===== config.mk =====
export PLATFORM = sky130hd
export DESIGN_NAME = rx_timeslot_conditioning
export DESIGN_NICKNAME = d
export VERILOG_FILES = /design/src/rtl/lfsr_octet.v /design/src/rtl/rx_timeslot_conditioning.v
export VERILOG_INCLUDE_DIRS = /design/src /design/src/rtl
export SDC_FILE = /design/constraint.sdc
export NUM_CORES = 1
export LEC_CHECK = 0
export BUFFER_PORTS_ARGS = -buffer_cell sky130_fd_sc_hd__buf_2
export CORE_MARGIN = 2
export CORE_UTILIZATION = 63
export CTS_CLUSTER_SIZE = 40
export DETAILED_ROUTE_END_ITERATION = 10
export GPL_ROUTABILITY_DRIVEN = 0
export GPL_TIMING_DRIVEN = 0
export HOLD_SLACK_MARGIN = 0.02
export PLACE_DENSITY_LB_ADDON = 0.08
export SLEW_MARGIN = 20
export SYNTH_ARGS = -nofsm -noshare
export SYNTH_HDL_FRONTEND = slang
export SYNTH_SLANG_ARGS = --single-unit

===== constraint.sdc =====
create_clock -name clk -period 8.4 [get_ports clk]
set_input_delay 1.26 -clock clk [delete_from_list [all_inputs] [get_ports clk]]
set_output_delay 1.26 -clock clk [all_outputs]
set_load 0.01 [all_outputs]

===== src/rtl/rx_cond_defines.vh =====
// constants for the receive timeslot conditioning stage
// assumes one 40 MHz clock and an octet-wide receive stream tagged with its timeslot
//
// Contract
// (RULE1) each received timeslot 0..31 gets its own conditioning before the PCM output
// (RULE2) a four-bit selector per timeslot picks the internally generated code
// (RULE3) selector 0x0 or 0xE passes the received octet unchanged
// (RULE4) selector 0x1 outputs the octet XOR 0xFF
// (RULE5) selector 0x2 outputs the octet XOR 0xAA
// (RULE6) selector 0x3 outputs the octet XOR 0x55
// (RULE7) selector 0x4 outputs that timeslot's programmable user code
// (RULE8) selector 0x5 outputs busy code 0x7F
// (RULE9) selector 0x6 outputs vacant code 0xFF
// (RULE10) selector 0x7 outputs 111 followed by the five-bit timeslot number
// (RULE11) selector 0x8 outputs mux out-of-frame code 0x1A
// (RULE12) selector 0x9 gives A-law milliwatt, 0xA gives mu-law milliwatt
// (RULE13) selector 0xB inverts only the most significant bit
// (RULE14) selector 0xC inverts all bits except the most significant
// (RULE15) selector 0xD gives PRBS x15+x14+1 or quasi-random signal, by type bit
// (RULE16) selector 0xF marks a D/E slot sourced per the link source select field
// (RULE17) each user code is eight-bit read-write, resets to all ones
// (RULE18) the selector is read afresh at every occurrence of a timeslot
// (RULE19) patterns advance one octet per conditioned timeslot, continuous over frames
`ifndef RX_COND_DEFINES_VH
`define RX_COND_DEFINES_VH

// register map
`define ADDR_W 16
`define CHAN_CTRL_BASE 16'h0360
`define USER_CODE_BASE 16'h0380
`define NUM_SLOTS 32
`define PTYPE_ADDR 16'h0123
`define SIGDL_ADDR 16'h010C
`define STATUS_ADDR 16'h0FF0
`define BLK_HI 15
`define BLK_LO 5
`define PTYPE_BIT 7
`define SIGDL_W 3

// channel control fields
`define COND_HI 3
`define COND_LO 0
`define LAPD_HI 7
`define LAPD_LO 6
`define CHAN_CTRL_RST 8'h00
`define USER_CODE_RST 8'hFF
`define SIGDL_RST 3'h0

// conditioning selector codes
`define COND_PASS 4'h0
`define COND_INV 4'h1
`define COND_EVEN 4'h2
`define COND_ODD 4'h3
`define COND_USER 4'h4
`define COND_BUSY 4'h5
`define COND_VACANT 4'h6
`define COND_TSNUM 4'h7
`define COND_OOF 4'h8
`define COND_MW_A 4'h9
`define COND_MW_U 4'hA
`define COND_MSB 4'hB
`define COND_LOW7 4'hC
`define COND_PRBS 4'hD
`define COND_PASS2 4'hE
`define COND_DE 4'hF

// masks and fixed codes
`define MASK_ALL 8'hFF
`define MASK_EVEN 8'hAA
`define MASK_ODD 8'h55
`define MASK_MSB 8'h80
`define MASK_LOW7 8'h7F
`define CODE_BUSY 8'h7F
`define CODE_VACANT 8'hFF
`define CODE_OOF 8'h1A
`define TSNUM_HEAD 3'h7

// milliwatt tables, entry 0 in the low byte
`define MW_A_TABLE 64'hB4A1_A1B4_3421_2134
`define MW_U_TABLE 64'h9E8B_8B9E_1E0B_0B1E
`define MW_IDX_W 3

// pattern generators
`define PRBS_LEN 15
`define PRBS_TAP 14
`define QRT_LEN 20
`define QRT_TAP 17
`define QRT_RUN 4'hE
`define RUN_ONE 4'h1
`define RUN_ZERO 4'h0

`endif


===== src/rtl/lfsr_octet.v =====
// fibonacci shift register that yields eight output bits per step
// assumes the caller raises step once per octet consumed
`include "rx_cond_defines.vh"

module lfsr_octet #(
  parameter LEN = 15,
  parameter TAP = 14
) (
  // clock and reset
  input wire clk,
  input wire reset_n,
  // advance by one octet
  input wire step,
  // octet of the current position, first bit in the msb
  output reg [7:0] octet
);

reg [LEN-1:0] state;
reg [LEN-1:0] walk;
reg fb;
integer i;

always @* begin
  walk = state;
  fb = 1'b0;
  octet = 8'h00;
  for (i = 7; i >= 0; i = i - 1) begin
    fb = walk[LEN-1] ^ walk[TAP-1];
    walk = {walk[LEN-2:0], fb};
    octet[i] = fb;
  end
end

// all-ones seed keeps the register out of the locked zero state
always @(posedge clk or negedge reset_n) begin
  if (!reset_n) begin
    state <= {LEN{1'b1}};
  end else if (step) begin
    state <= walk;
  end
end

endmodule


===== src/rtl/rx_timeslot_conditioning.v =====
// receive timeslot conditioning between the line data and the backplane pcm output
// assumes octets arrive with their timeslot number, one per valid cycle,
// and a register master that never issues read and write together
`include "rx_cond_defines.vh"

module rx_timeslot_conditioning (
  // clock and reset
  input wire clk,
  input wire reset_n,

  // register port
  input wire [15:0] reg_addr,
  input wire [7:0] reg_wdata,
  input wire reg_wr,
  input wire reg_rd,
  output reg [7:0] reg_rdata,

  // received line octets
  input wire [7:0] rx_octet,
  input wire [4:0] rx_timeslot,
  input wire rx_valid,

  // backplane pcm side
  output reg [7:0] pcm_octet,
  output reg [4:0] pcm_timeslot,
  output reg pcm_valid,
  output reg de_slot,
  output reg [2:0] rx_sig_link_source_select
);

// per-timeslot registers, pattern type bit and status capture
reg [7:0] rx_channel_control [0:31];
reg [7:0] rx_user_code [0:31];
reg pattern_type_select;
reg [4:0] last_timeslot;
reg last_de;

// pattern state
reg [2:0] mw_index;
reg [3:0] zero_run;
reg [3:0] next_zero_run;
reg [7:0] quasi_random_test_signal;

// decode of the current octet
wire [3:0] rx_conditioning_select;
wire [7:0] user_code;
wire [7:0] prbs_octet;
wire [7:0] qrt_raw;
wire [63:0] mw_a_shift;
wire [63:0] mw_u_shift;
wire [7:0] mw_a_octet;
wire [7:0] mw_u_octet;
wire is_mw;
wire is_pattern;
wire prbs_step;
wire qrt_step;
reg [7:0] next_pcm_octet;
reg next_de_slot;

// register port decode
wire hit_chan_ctrl;
wire hit_user_code;
wire hit_ptype;
wire hit_sigdl;
wire hit_status;
wire [4:0] reg_index;
reg [7:0] next_reg_rdata;

// qualified write strobes
wire wr_chan_ctrl;
wire wr_user_code;
wire wr_ptype;
wire wr_sigdl;

integer i;

// byte address, the timeslot sits in the low five bits
assign reg_index = reg_addr[`BLK_LO-1:0];
assign hit_chan_ctrl = (reg_addr[`BLK_HI:`BLK_LO] == `CHAN_CTRL_BASE >> `BLK_LO);
assign hit_user_code = (reg_addr[`BLK_HI:`BLK_LO] == `USER_CODE_BASE >> `BLK_LO);
assign hit_ptype = (reg_addr == `PTYPE_ADDR);
assign hit_sigdl = (reg_addr == `SIGDL_ADDR);
assign hit_status = (reg_addr == `STATUS_ADDR);

assign wr_chan_ctrl = reg_wr && hit_chan_ctrl;
assign wr_user_code = reg_wr && hit_user_code;
assign wr_ptype = reg_wr && hit_ptype;
assign wr_sigdl = reg_wr && hit_sigdl;

// (RULE18) selector fetched per occurrence
// a write landing with the octet applies from the next occurrence
assign rx_conditioning_select =
  rx_channel_control[rx_timeslot][`COND_HI:`COND_LO];
assign user_code = rx_user_code[rx_timeslot];

// (RULE12) milliwatt table lookup
assign mw_a_shift = `MW_A_TABLE >> {mw_index, 3'b000};
assign mw_u_shift = `MW_U_TABLE >> {mw_index, 3'b000};
assign mw_a_octet = mw_a_shift[7:0];
assign mw_u_octet = mw_u_shift[7:0];

assign is_mw = (rx_conditioning_select == `COND_MW_A) ||
  (rx_conditioning_select == `COND_MW_U);
assign is_pattern = (rx_conditioning_select == `COND_PRBS);

// (RULE19) step only on conditioned octets
assign prbs_step = rx_valid && is_pattern && !pattern_type_select;
assign qrt_step = rx_valid && is_pattern && pattern_type_select;

// (RULE15) x15+x14+1 generator
lfsr_octet #(
  .LEN(`PRBS_LEN),
  .TAP(`PRBS_TAP)
) prbs_gen (
  .clk(clk),
  .reset_n(reset_n),
  .step(prbs_step),
  .octet(prbs_octet)
);

// (RULE15) x20+x17+1 source for the quasi-random signal
lfsr_octet #(
  .LEN(`QRT_LEN),
  .TAP(`QRT_TAP)
) qrt_gen (
  .clk(clk),
  .reset_n(reset_n),
  .step(qrt_step),
  .octet(qrt_raw)
);

// quasi-random signal: a one is forced after a run of fourteen zeros
always @* begin
  next_zero_run = zero_run;
  quasi_random_test_signal = 8'h00;
  for (i = 7; i >= 0; i = i - 1) begin
    if (next_zero_run == `QRT_RUN) begin
      quasi_random_test_signal[i] = 1'b1;
      next_zero_run = `RUN_ZERO;
    end else if (qrt_raw[i]) begin
      quasi_random_test_signal[i] = 1'b1;
      next_zero_run = `RUN_ZERO;
    end else begin
      quasi_random_test_signal[i] = 1'b0;
      next_zero_run = next_zero_run + `RUN_ONE;
    end
  end
end

// (RULE1) per-timeslot output selection
always @* begin
  next_pcm_octet = rx_octet;
  next_de_slot = 1'b0;
  case (rx_conditioning_select)
    // (RULE3) unchanged octet
    `COND_PASS: begin
      next_pcm_octet = rx_octet;
    end
    `COND_PASS2: begin
      next_pcm_octet = rx_octet;
    end
    // (RULE4) full complement
    `COND_INV: begin
      next_pcm_octet = rx_octet ^ `MASK_ALL;
    end
    // (RULE5) even bits inverted
    `COND_EVEN: begin
      next_pcm_octet = rx_octet ^ `MASK_EVEN;
    end
    // (RULE6) odd bits inverted
    `COND_ODD: begin
      next_pcm_octet = rx_octet ^ `MASK_ODD;
    end
    // (RULE7) programmable user code
    `COND_USER: begin
      next_pcm_octet = user_code;
    end
    // (RULE8) busy code
    `COND_BUSY: begin
      next_pcm_octet = `CODE_BUSY;
    end
    // (RULE9) vacant code
    `COND_VACANT: begin
      next_pcm_octet = `CODE_VACANT;
    end
    // (RULE10) busy code with slot number
    `COND_TSNUM: begin
      next_pcm_octet = {`TSNUM_HEAD, rx_timeslot};
    end
    // (RULE11) out-of-frame code
    `COND_OOF: begin
      next_pcm_octet = `CODE_OOF;
    end
    // (RULE12) a-law milliwatt
    `COND_MW_A: begin
      next_pcm_octet = mw_a_octet;
    end
    // (RULE12) mu-law milliwatt
    `COND_MW_U: begin
      next_pcm_octet = mw_u_octet;
    end
    // (RULE13) msb only inverted
    `COND_MSB: begin
      next_pcm_octet = rx_octet ^ `MASK_MSB;
    end
    // (RULE14) all but msb inverted
    `COND_LOW7: begin
      next_pcm_octet = rx_octet ^ `MASK_LOW7;
    end
    // (RULE15) pattern chosen by type bit
    `COND_PRBS: begin
      if (pattern_type_select) begin
        next_pcm_octet = quasi_random_test_signal;
      end else begin
        next_pcm_octet = prbs_octet;
      end
    end
    // (RULE16) d/e slot flagged downstream
    `COND_DE: begin
      next_pcm_octet = rx_octet;
      next_de_slot = 1'b1;
    end
    default: begin
      next_pcm_octet = rx_octet;
      next_de_slot = 1'b0;
    end
  endcase
end

// (RULE2) registered conditioned output
always @(posedge clk or negedge reset_n) begin
  if (!reset_n) begin
    pcm_octet <= 8'h00;
    pcm_timeslot <= 5'h00;
    pcm_valid <= 1'b0;
    de_slot <= 1'b0;
  end else begin
    pcm_valid <= rx_valid;
    if (rx_valid) begin
      pcm_octet <= next_pcm_octet;
      pcm_timeslot <= rx_timeslot;
      de_slot <= next_de_slot;
    end
  end
end

// (RULE19) milliwatt position carries over frames
always @(posedge clk or negedge reset_n) begin
  if (!reset_n) begin
    mw_index <= 3'h0;
  end else if (rx_valid && is_mw) begin
    mw_index <= mw_index + 3'h1;
  end
end

// (RULE19) zero run length carries over frames
always @(posedge clk or negedge reset_n) begin
  if (!reset_n) begin
    zero_run <= `RUN_ZERO;
  end else if (qrt_step) begin
    zero_run <= next_zero_run;
  end
end

// last octet seen, for the status register
always @(posedge clk or negedge reset_n) begin
  if (!reset_n) begin
    last_timeslot <= 5'h00;
    last_de <= 1'b0;
  end else if (rx_valid) begin
    last_timeslot <= rx_timeslot;
    last_de <= next_de_slot;
  end
end

// channel control storage, reserved bits 5:4 not kept
always @(posedge clk or negedge reset_n) begin
  if (!reset_n) begin
    for (i = 0; i < `NUM_SLOTS; i = i + 1) begin
      rx_channel_control[i] <= `CHAN_CTRL_RST;
    end
  end else if (wr_chan_ctrl) begin
    rx_channel_control[reg_index] <=
      {reg_wdata[`LAPD_HI:`LAPD_LO], 2'b00, reg_wdata[`COND_HI:`COND_LO]};
  end
end

// (RULE17) user codes reset to all ones
always @(posedge clk or negedge reset_n) begin
  if (!reset_n) begin
    for (i = 0; i < `NUM_SLOTS; i = i + 1) begin
      rx_user_code[i] <= `USER_CODE_RST;
    end
  end else if (wr_user_code) begin
    rx_user_code[reg_index] <= reg_wdata;
  end
end

// pattern type and link source select
always @(posedge clk or negedge reset_n) begin
  if (!reset_n) begin
    pattern_type_select <= 1'b0;
    rx_sig_link_source_select <= `SIGDL_RST;
  end else begin
    if (wr_ptype) begin
      pattern_type_select <= reg_wdata[`PTYPE_BIT];
    end
    // (RULE16) d/e source select field
    if (wr_sigdl) begin
      rx_sig_link_source_select <= reg_wdata[`SIGDL_W-1:0];
    end
  end
end

// read mux, unmapped addresses read as zero
always @* begin
  next_reg_rdata = 8'h00;
  if (hit_chan_ctrl) begin
    next_reg_rdata = rx_channel_control[reg_index];
  end else if (hit_user_code) begin
    next_reg_rdata = rx_user_code[reg_index];
  end else if (hit_ptype) begin
    next_reg_rdata = {pattern_type_select, 7'h00};
  end else if (hit_sigdl) begin
    next_reg_rdata = {5'h00, rx_sig_link_source_select};
  end else if (hit_status) begin
    next_reg_rdata = {last_de, 2'b00, last_timeslot};
  end
end

// read data one cycle after the strobe, zero otherwise
always @(posedge clk or negedge reset_n) begin
  if (!reset_n) begin
    reg_rdata <= 8'h00;
  end else if (reg_rd) begin
    reg_rdata <= next_reg_rdata;
  end else begin
    reg_rdata <= 8'h00;
  end
end

endmodule


Word level (Yosys, flattened, before mapping)
Index checks and enable logic that the tools add are counted.
- shift operators: 2
- add/sub/neg operators: 9
- bitwise operators: 23
- mux-type cells: 57
- eq/ne operators: 28
- order comparisons: 3
- reduce and logical (&&, ||, !) cells: 13
- operators by type and width (operator ; count):
    $bwmux W256 ; 2
    $bmux W8 S5 ; 4
    $shr A64 B6 Y8 const A ; 2
    $mux W8 ; 14
    $pmux W8 S14 ; 1
    $mux W4 ; 18
    $eq A4 B4 Y1 const B ; 16
    $demux W8 S5 ; 1
    $add A4 B1 Y4 const B ; 8
    $eq A16 B9 Y1 const B ; 2
    $eq A11 B5 Y1 const B ; 2
    $mux W1 ; 17
    $eq A16 B12 Y1 const B ; 1
    $eq A4 B3 Y1 const B ; 4
    $xor A1 B1 Y1 ; 16
    $ge A6 B6 Y1 const B ; 2
    $not A5 Y6 ; 2
    $logic_and A1 B1 Y1 ; 9
    $eq A4 B2 Y1 const B ; 2
    $not A4 Y4 ; 2
    $not A8 Y8 ; 1
    $not A7 Y7 ; 1
    $lt A6 B1 Y1 const B ; 1
    $eq A4 B1 Y1 const B ; 1
    other kinds (6) ; 6
- logic and storage cells: 210
- output and inout bits: 26
- bits of input ports: 42
- register bits: 581

Depth between registers and ports, before layout
- depth in word-level cells: 25
- gate-level depth with buffers: 38

Modules after synthesis
From an unflattened synthesis, not the netlist that was laid out.
- cell total of the unflattened synthesis: 1966
- area, all modules: 28347.2 um^2
- by module, submodules not included (module ; sequential area each (um^2) ; area each (um^2) ; instances ; cells each):
    rx_timeslot_conditioning ; 12381.9 ; 26786.9 ; 1 ; 1874
    lfsr_octet (qrt_gen) ; 525.5 ; 850.8 ; 1 ; 51
    lfsr_octet (prbs_gen) ; 394.1 ; 709.4 ; 1 ; 41

Worst setup path after synthesis
Ideal clock, no wire load.
- kind: register to register
- from: register zero_run[0]
- to: register zero_run[2]
- arrival: 7.437 ns
- path slack: 0.874 ns
- stages on the path, launching flop included: 35
- period minus slack after synthesis: 7.526 ns
- required time: 8.310 ns
- setup time: 0.090 ns
- cell sequence: dfrtp_1 inv_1 ha_1 and3_1 nor2_1 nand2_1 ha_1 and2_1 mux2i_2 o31ai_1 nor2_1 ha_1 nand3_1 or3_1 a211oi_2 or3_2 ha_1 nor4b_2 a32oi_1 o221a_2 nor2b_1 ha_1 or3_1 o211ai_1 a21oi_1 or4_1 a21oi_2 a311o_1 inv_1 ha_1 or4_1 mux2i_1 a2bb2oi_2 or4b_1 o2111ai_1
- word-level cells in the longest chain between the ends: 24
- ends and longest elaborated chain (element ; RTL line ; text):
    start, declared ; rx_timeslot_conditioning.v:40 ; reg [3:0] zero_run;
    start signal, assigned ; rx_timeslot_conditioning.v:259 ; zero_run <= `RUN_ZERO;
    start signal, assigned ; rx_timeslot_conditioning.v:261 ; zero_run <= next_zero_run;
    $add A4 B1 Y4 (no line) ; - ;
    $mux W4 ; rx_timeslot_conditioning.v:140 ; end else if (qrt_raw[i]) begin
    $mux W4 * ; rx_timeslot_conditioning.v:137 ; if (next_zero_run == `QRT_RUN) begin
    $add A4 B1 Y4 (no line) ; - ;
    $mux W4 ; rx_timeslot_conditioning.v:140 ;
    $mux W4 * ; rx_timeslot_conditioning.v:137 ;
    $add A4 B1 Y4 (no line) ; - ;
    $mux W4 ; rx_timeslot_conditioning.v:140 ;
    (+8 left out) ; - ;
    $mux W4 ; rx_timeslot_conditioning.v:140 ;
    $mux W4 * ; rx_timeslot_conditioning.v:137 ;
    $add A4 B1 Y4 (no line) ; - ;
    $mux W4 ; rx_timeslot_conditioning.v:140 ;
    $mux W4 * ; rx_timeslot_conditioning.v:137 ;
    $add A4 B1 Y4 (no line) ; - ;
    $mux W4 ; rx_timeslot_conditioning.v:140 ;
    $mux W4 * ; rx_timeslot_conditioning.v:137 ;
Mark *: on every way between the ends. The rest lies on a longest branch, timed or not.
A chain may end at the register's enable or synchronous reset.

Worst setup path in the final report
Same ends and word-level chain as after synthesis.

==> flow_summary_export.csv <==
group,metric,value,unit
outcome,status,"finished clean",
timing,fin_crit_sh,96.5,%
floorplan,fp-row-count,77,
logic_synthesis,synth-seq-area-share,46.8,%
worst_setup_path,rrSetupSlack,0.30,ns
placement,preCtsSetupSlack,-0.280,ns
clock_tree,cts_tree,"built",
drt,dr.pass1.iters,6,
pwr,vdd_drop_max,0.145,mV
logic_synthesis,synth_warnings,0,
global_routing,overflow,0,
logic_synthesis,yosys.area.top_type,"dfstp_2",
logic_synthesis,ys_async_sr_fraction,100,%
pwr,power_frac_clock,47.0,%
clock_tree,clk_path_buf_depth,3,
cells_and_area,nets,2209,
drt,postRouteAntennaNets,0,
clock_tree,cts_made_buffers,55,
floorplan,core_area,44300,um2
timing,fin_ws,0.298,ns
clock_tree,ctsHoldBuffers,0,
timing,hold_viol,0,
cells_and_area,stdcell_count,2785,
worst_setup_path,crit_path_top_delay_cell,"or4_4",
logic_synthesis,synth_edf_count,0,
placement,io_buffers,54,
worst_setup_path,cpMostUsedCell,"ha_1",
logic_synthesis,ys_types,90,
clock_tree,clk_pin_slew,0.06,ns
pwr,p_int,4.10,mW
global_routing,grt_max_degree,108,
pwr,combPwrFrac,6.4,%
worst_setup_path,critical_path.max_stage_delay,0.57,ns
worst_setup_path,critPathCaptureType,"flop",
clock_tree,cts.sinks,517,
clock_tree,cts_root_buf,"clkbuf_16",
worst_setup_path,path_max_fanout,5,
logic_synthesis,post-synth-top-count-cell,"mux2_2",
pwr,p_sw,1.30,mW
cells_and_area,syn2layout_area_growth,11.5,%
worst_setup_path,r2r-start,"zero_run[0]",
worst_setup_path,crit_end,"zero_run[2]",
placement,hpwl,64800,um
logic_synthesis,syn_inst,2022,
drt,drc,0,
global_routing,antenna_found_initial,6,
worst_setup_path,critical_path.startpoint,"zero_run[0]",
drt,vias,20400,
logic_synthesis,synth_flop_cell,"dfstp_2",
floorplan,die_width,216,um
logic_synthesis,synth-xor-area-share,0.942,%
placement,dp_cells,2676,
floorplan,die-area,46800,um2
global_routing,grt_pass1_wl,134000,um
run,cap_viol_max_count,0,
logic_synthesis,synth.net_count,2081,
timing,timing.fmax,123,MHz
pwr,leakagePower,13.2,nW
worst_setup_path,reg2reg_depth,34,
drt,wl,92500,um
logic_synthesis,yosys-mux-area-fraction,37.7,%
drt,drt_iter0_markers,2593,
logic_synthesis,netlist_area,28400,um2
worst_setup_path,crit_required,8.92,ns
drt,drt-wirelength-per-cell,33.2,um
pwr,power.total,5.40,mW
timing,tightest_slew,1.34,ns
logic_synthesis,synth_fa_ha_area_share,0.749,%
logic_synthesis,synth-seq-cells,517,
timing,relSlewSlack,10.8,%
pwr,seqPwrFrac,46.5,%
clock_tree,ctsHtreeMaxLevel,2,
worst_setup_path,rr_endpoint,"zero_run[2]",
timing,clock_skew,0.0374,ns
worst_setup_path,worstSetupPathType,"flop to flop",
logic_synthesis,synthTopCellsByArea,"dfstp_2, dfrtp_1, mux2_2",
logic_synthesis,synth_top_family_by_area,"multiplexers",
floorplan,io-pin-count,68,
global_routing,grt_use_total,40.0,%
clock_tree,worstSkewPairLatency,0.64,ns
pwr,power_density,170,nW/um2
min_path,hp-class,"flop to flop",
timing,min_period,8.10,ns
logic_synthesis,synth_top_cells_by_count,"mux2_2, dfstp_2, mux4_2, dfrtp_1, nand2_1",
logic_synthesis,synth_top_area_share,26.9,%
floorplan,start_util,64.1,%
worst_setup_path,worst_setup_path_start_kind,"flop",
timing,finalSetupTns,0,ns
timing,final-max-slew-violation-count,0,
timing,finalSetupViolations,0,
logic_synthesis,synth_compound_area_share,5.48,%
cells_and_area,drive_gt1_share,56.5,%
logic_synthesis,yosys.area_share.simple,5.96,%
logic_synthesis,synth_area_per_cell,14.1,um2
worst_setup_path,worstPathArrival,8.62,ns
floorplan,die_y,216,um
cells_and_area,final_util,71.5,%
drt,detail_route.vias_per_cell,7.34,
pwr,switching_share,24.0,%
global_routing,grt_pass1_vias,20300,
==> final cells by class <==
class	count	area, um2
Multi-Input combinational cell	1334	14600
Clock inverter	10	190
Fill cell	3016	12600
Inverter	22	82.6
Clock buffer	88	1670
Sequential cell	517	13300
Tap cell	592	741
Timing Repair Buffer	71	512
Buffer	149	608
Antenna cell	2	5.00
==> cells in the final DEF (no fill, tap or decap), types with 30 or more instances in the layout <==
master	n
mux2_2	476
dfstp_2	291
mux4_2	232
dfrtp_1	225
clkbuf_1	118
nand2_1	107
nor2_1	96
buf_2	72
clkbuf_16	56
o22ai_1	42
a21oi_1	35
o21ai_0	30
==> worst min-delay path by stage <==
| stage | from | end | slack [ns] | cells after the start |
|---|---|---|---|---|
| 2_1_floorplan | qrt_gen.state[0] | qrt_gen.state[8] | 0.43 | 2 |
| 3_3_place_gp | qrt_gen.state[6] | qrt_gen.state[14] | 0.44 | 2 |
| 3_5_place_dp | qrt_gen.state[2] | qrt_gen.state[10] | 0.45 | 2 |
| 4_1_cts | qrt_gen.state[4] | qrt_gen.state[12] | 0.46 | 2 |
| 5_1_grt | qrt_gen.state[4] | qrt_gen.state[12] | 0.46 | 2 |
| 6_report | qrt_gen.state[7] | qrt_gen.state[15] | 0.45 | 2 |
==> routing by layer <==
metal	vias to the layer above	global-route usage, %	part of all wire, %
met4	12	20.5	6.1
met3	402	15.2	13
met2	1386	57.5	43
li1	8034	-	-
met5	-	2.71	0.18
met1	10600	53.4	38
==> worst max-delay path, delay by kind of cell, from the launching register on <==
kind | cells | cell delay [ns]
buffers and inverters | 2 | 0.19
muxes | 2 | 0.43
and+or+nand+nor | 14 | 3.82
DFF | 1 | 0.40
adders and majority gates | 6 | 1.23
AOI/OAI and AO/OA | 10 | 1.94
==> power groups by stage <==
stage,sequential [mW],combinational (mW),clock [mW]
3_3_place_gp,2.55,0.321,0
5_1_grt,2.51,0.360,2.64
2_1_floorplan,2.55,0.152,0
4_1_cts,2.51,0.336,2.55
6_report,2.51,0.347,2.54
3_5_place_dp,2.55,0.335,0
==> state kept, by name (all words and copies together) (netlist names), 3 cells and up <==
| name | count |
|---|---|
| prbs_gen.state | 15 |
| rx_user_code | 256 |
| rx_sig_link_source_select | 3 |
| mw_index | 3 |
| rx_channel_control | 192 |
| reg_rdata | 8 |
| pcm_octet | 8 |
| qrt_gen.state | 20 |
| zero_run | 4 |
| last_timeslot | 5 |
==> metrics by stage <==
step | hold slack [ns] | cell area [um2]
final | 0.452 | 31700
after global routing | 0.463 | 31700
after CTS | 0.455 | 31500
after detailed placement | 0.446 | 29600
after global placement | 0.444 | 29400
after floorplan | 0.435 | 28400
==> cell families (layout without fill, tap and decap cells) <==
kind of cell               Yosys count  count (layout)
muxes                              719             719
other                                0               2
and+or+nand+nor                    354             354
buffers and inverters              171             340
DFF                                517             517
xor gates and xnor gates            28              28
AOI/OAI and AO/OA                  216             216
adders and majority gates           17              17
==> what timing repair did <==
item | in CTS | in global routing
pin swaps | 0 | 8
setup buffers | 0 | 8
endpoints found under the setup margin | 5 | 5
resized for setup | 7 | 12
cloned | 0 | 0
Note: power is estimated with default switching activity, not from simulation.
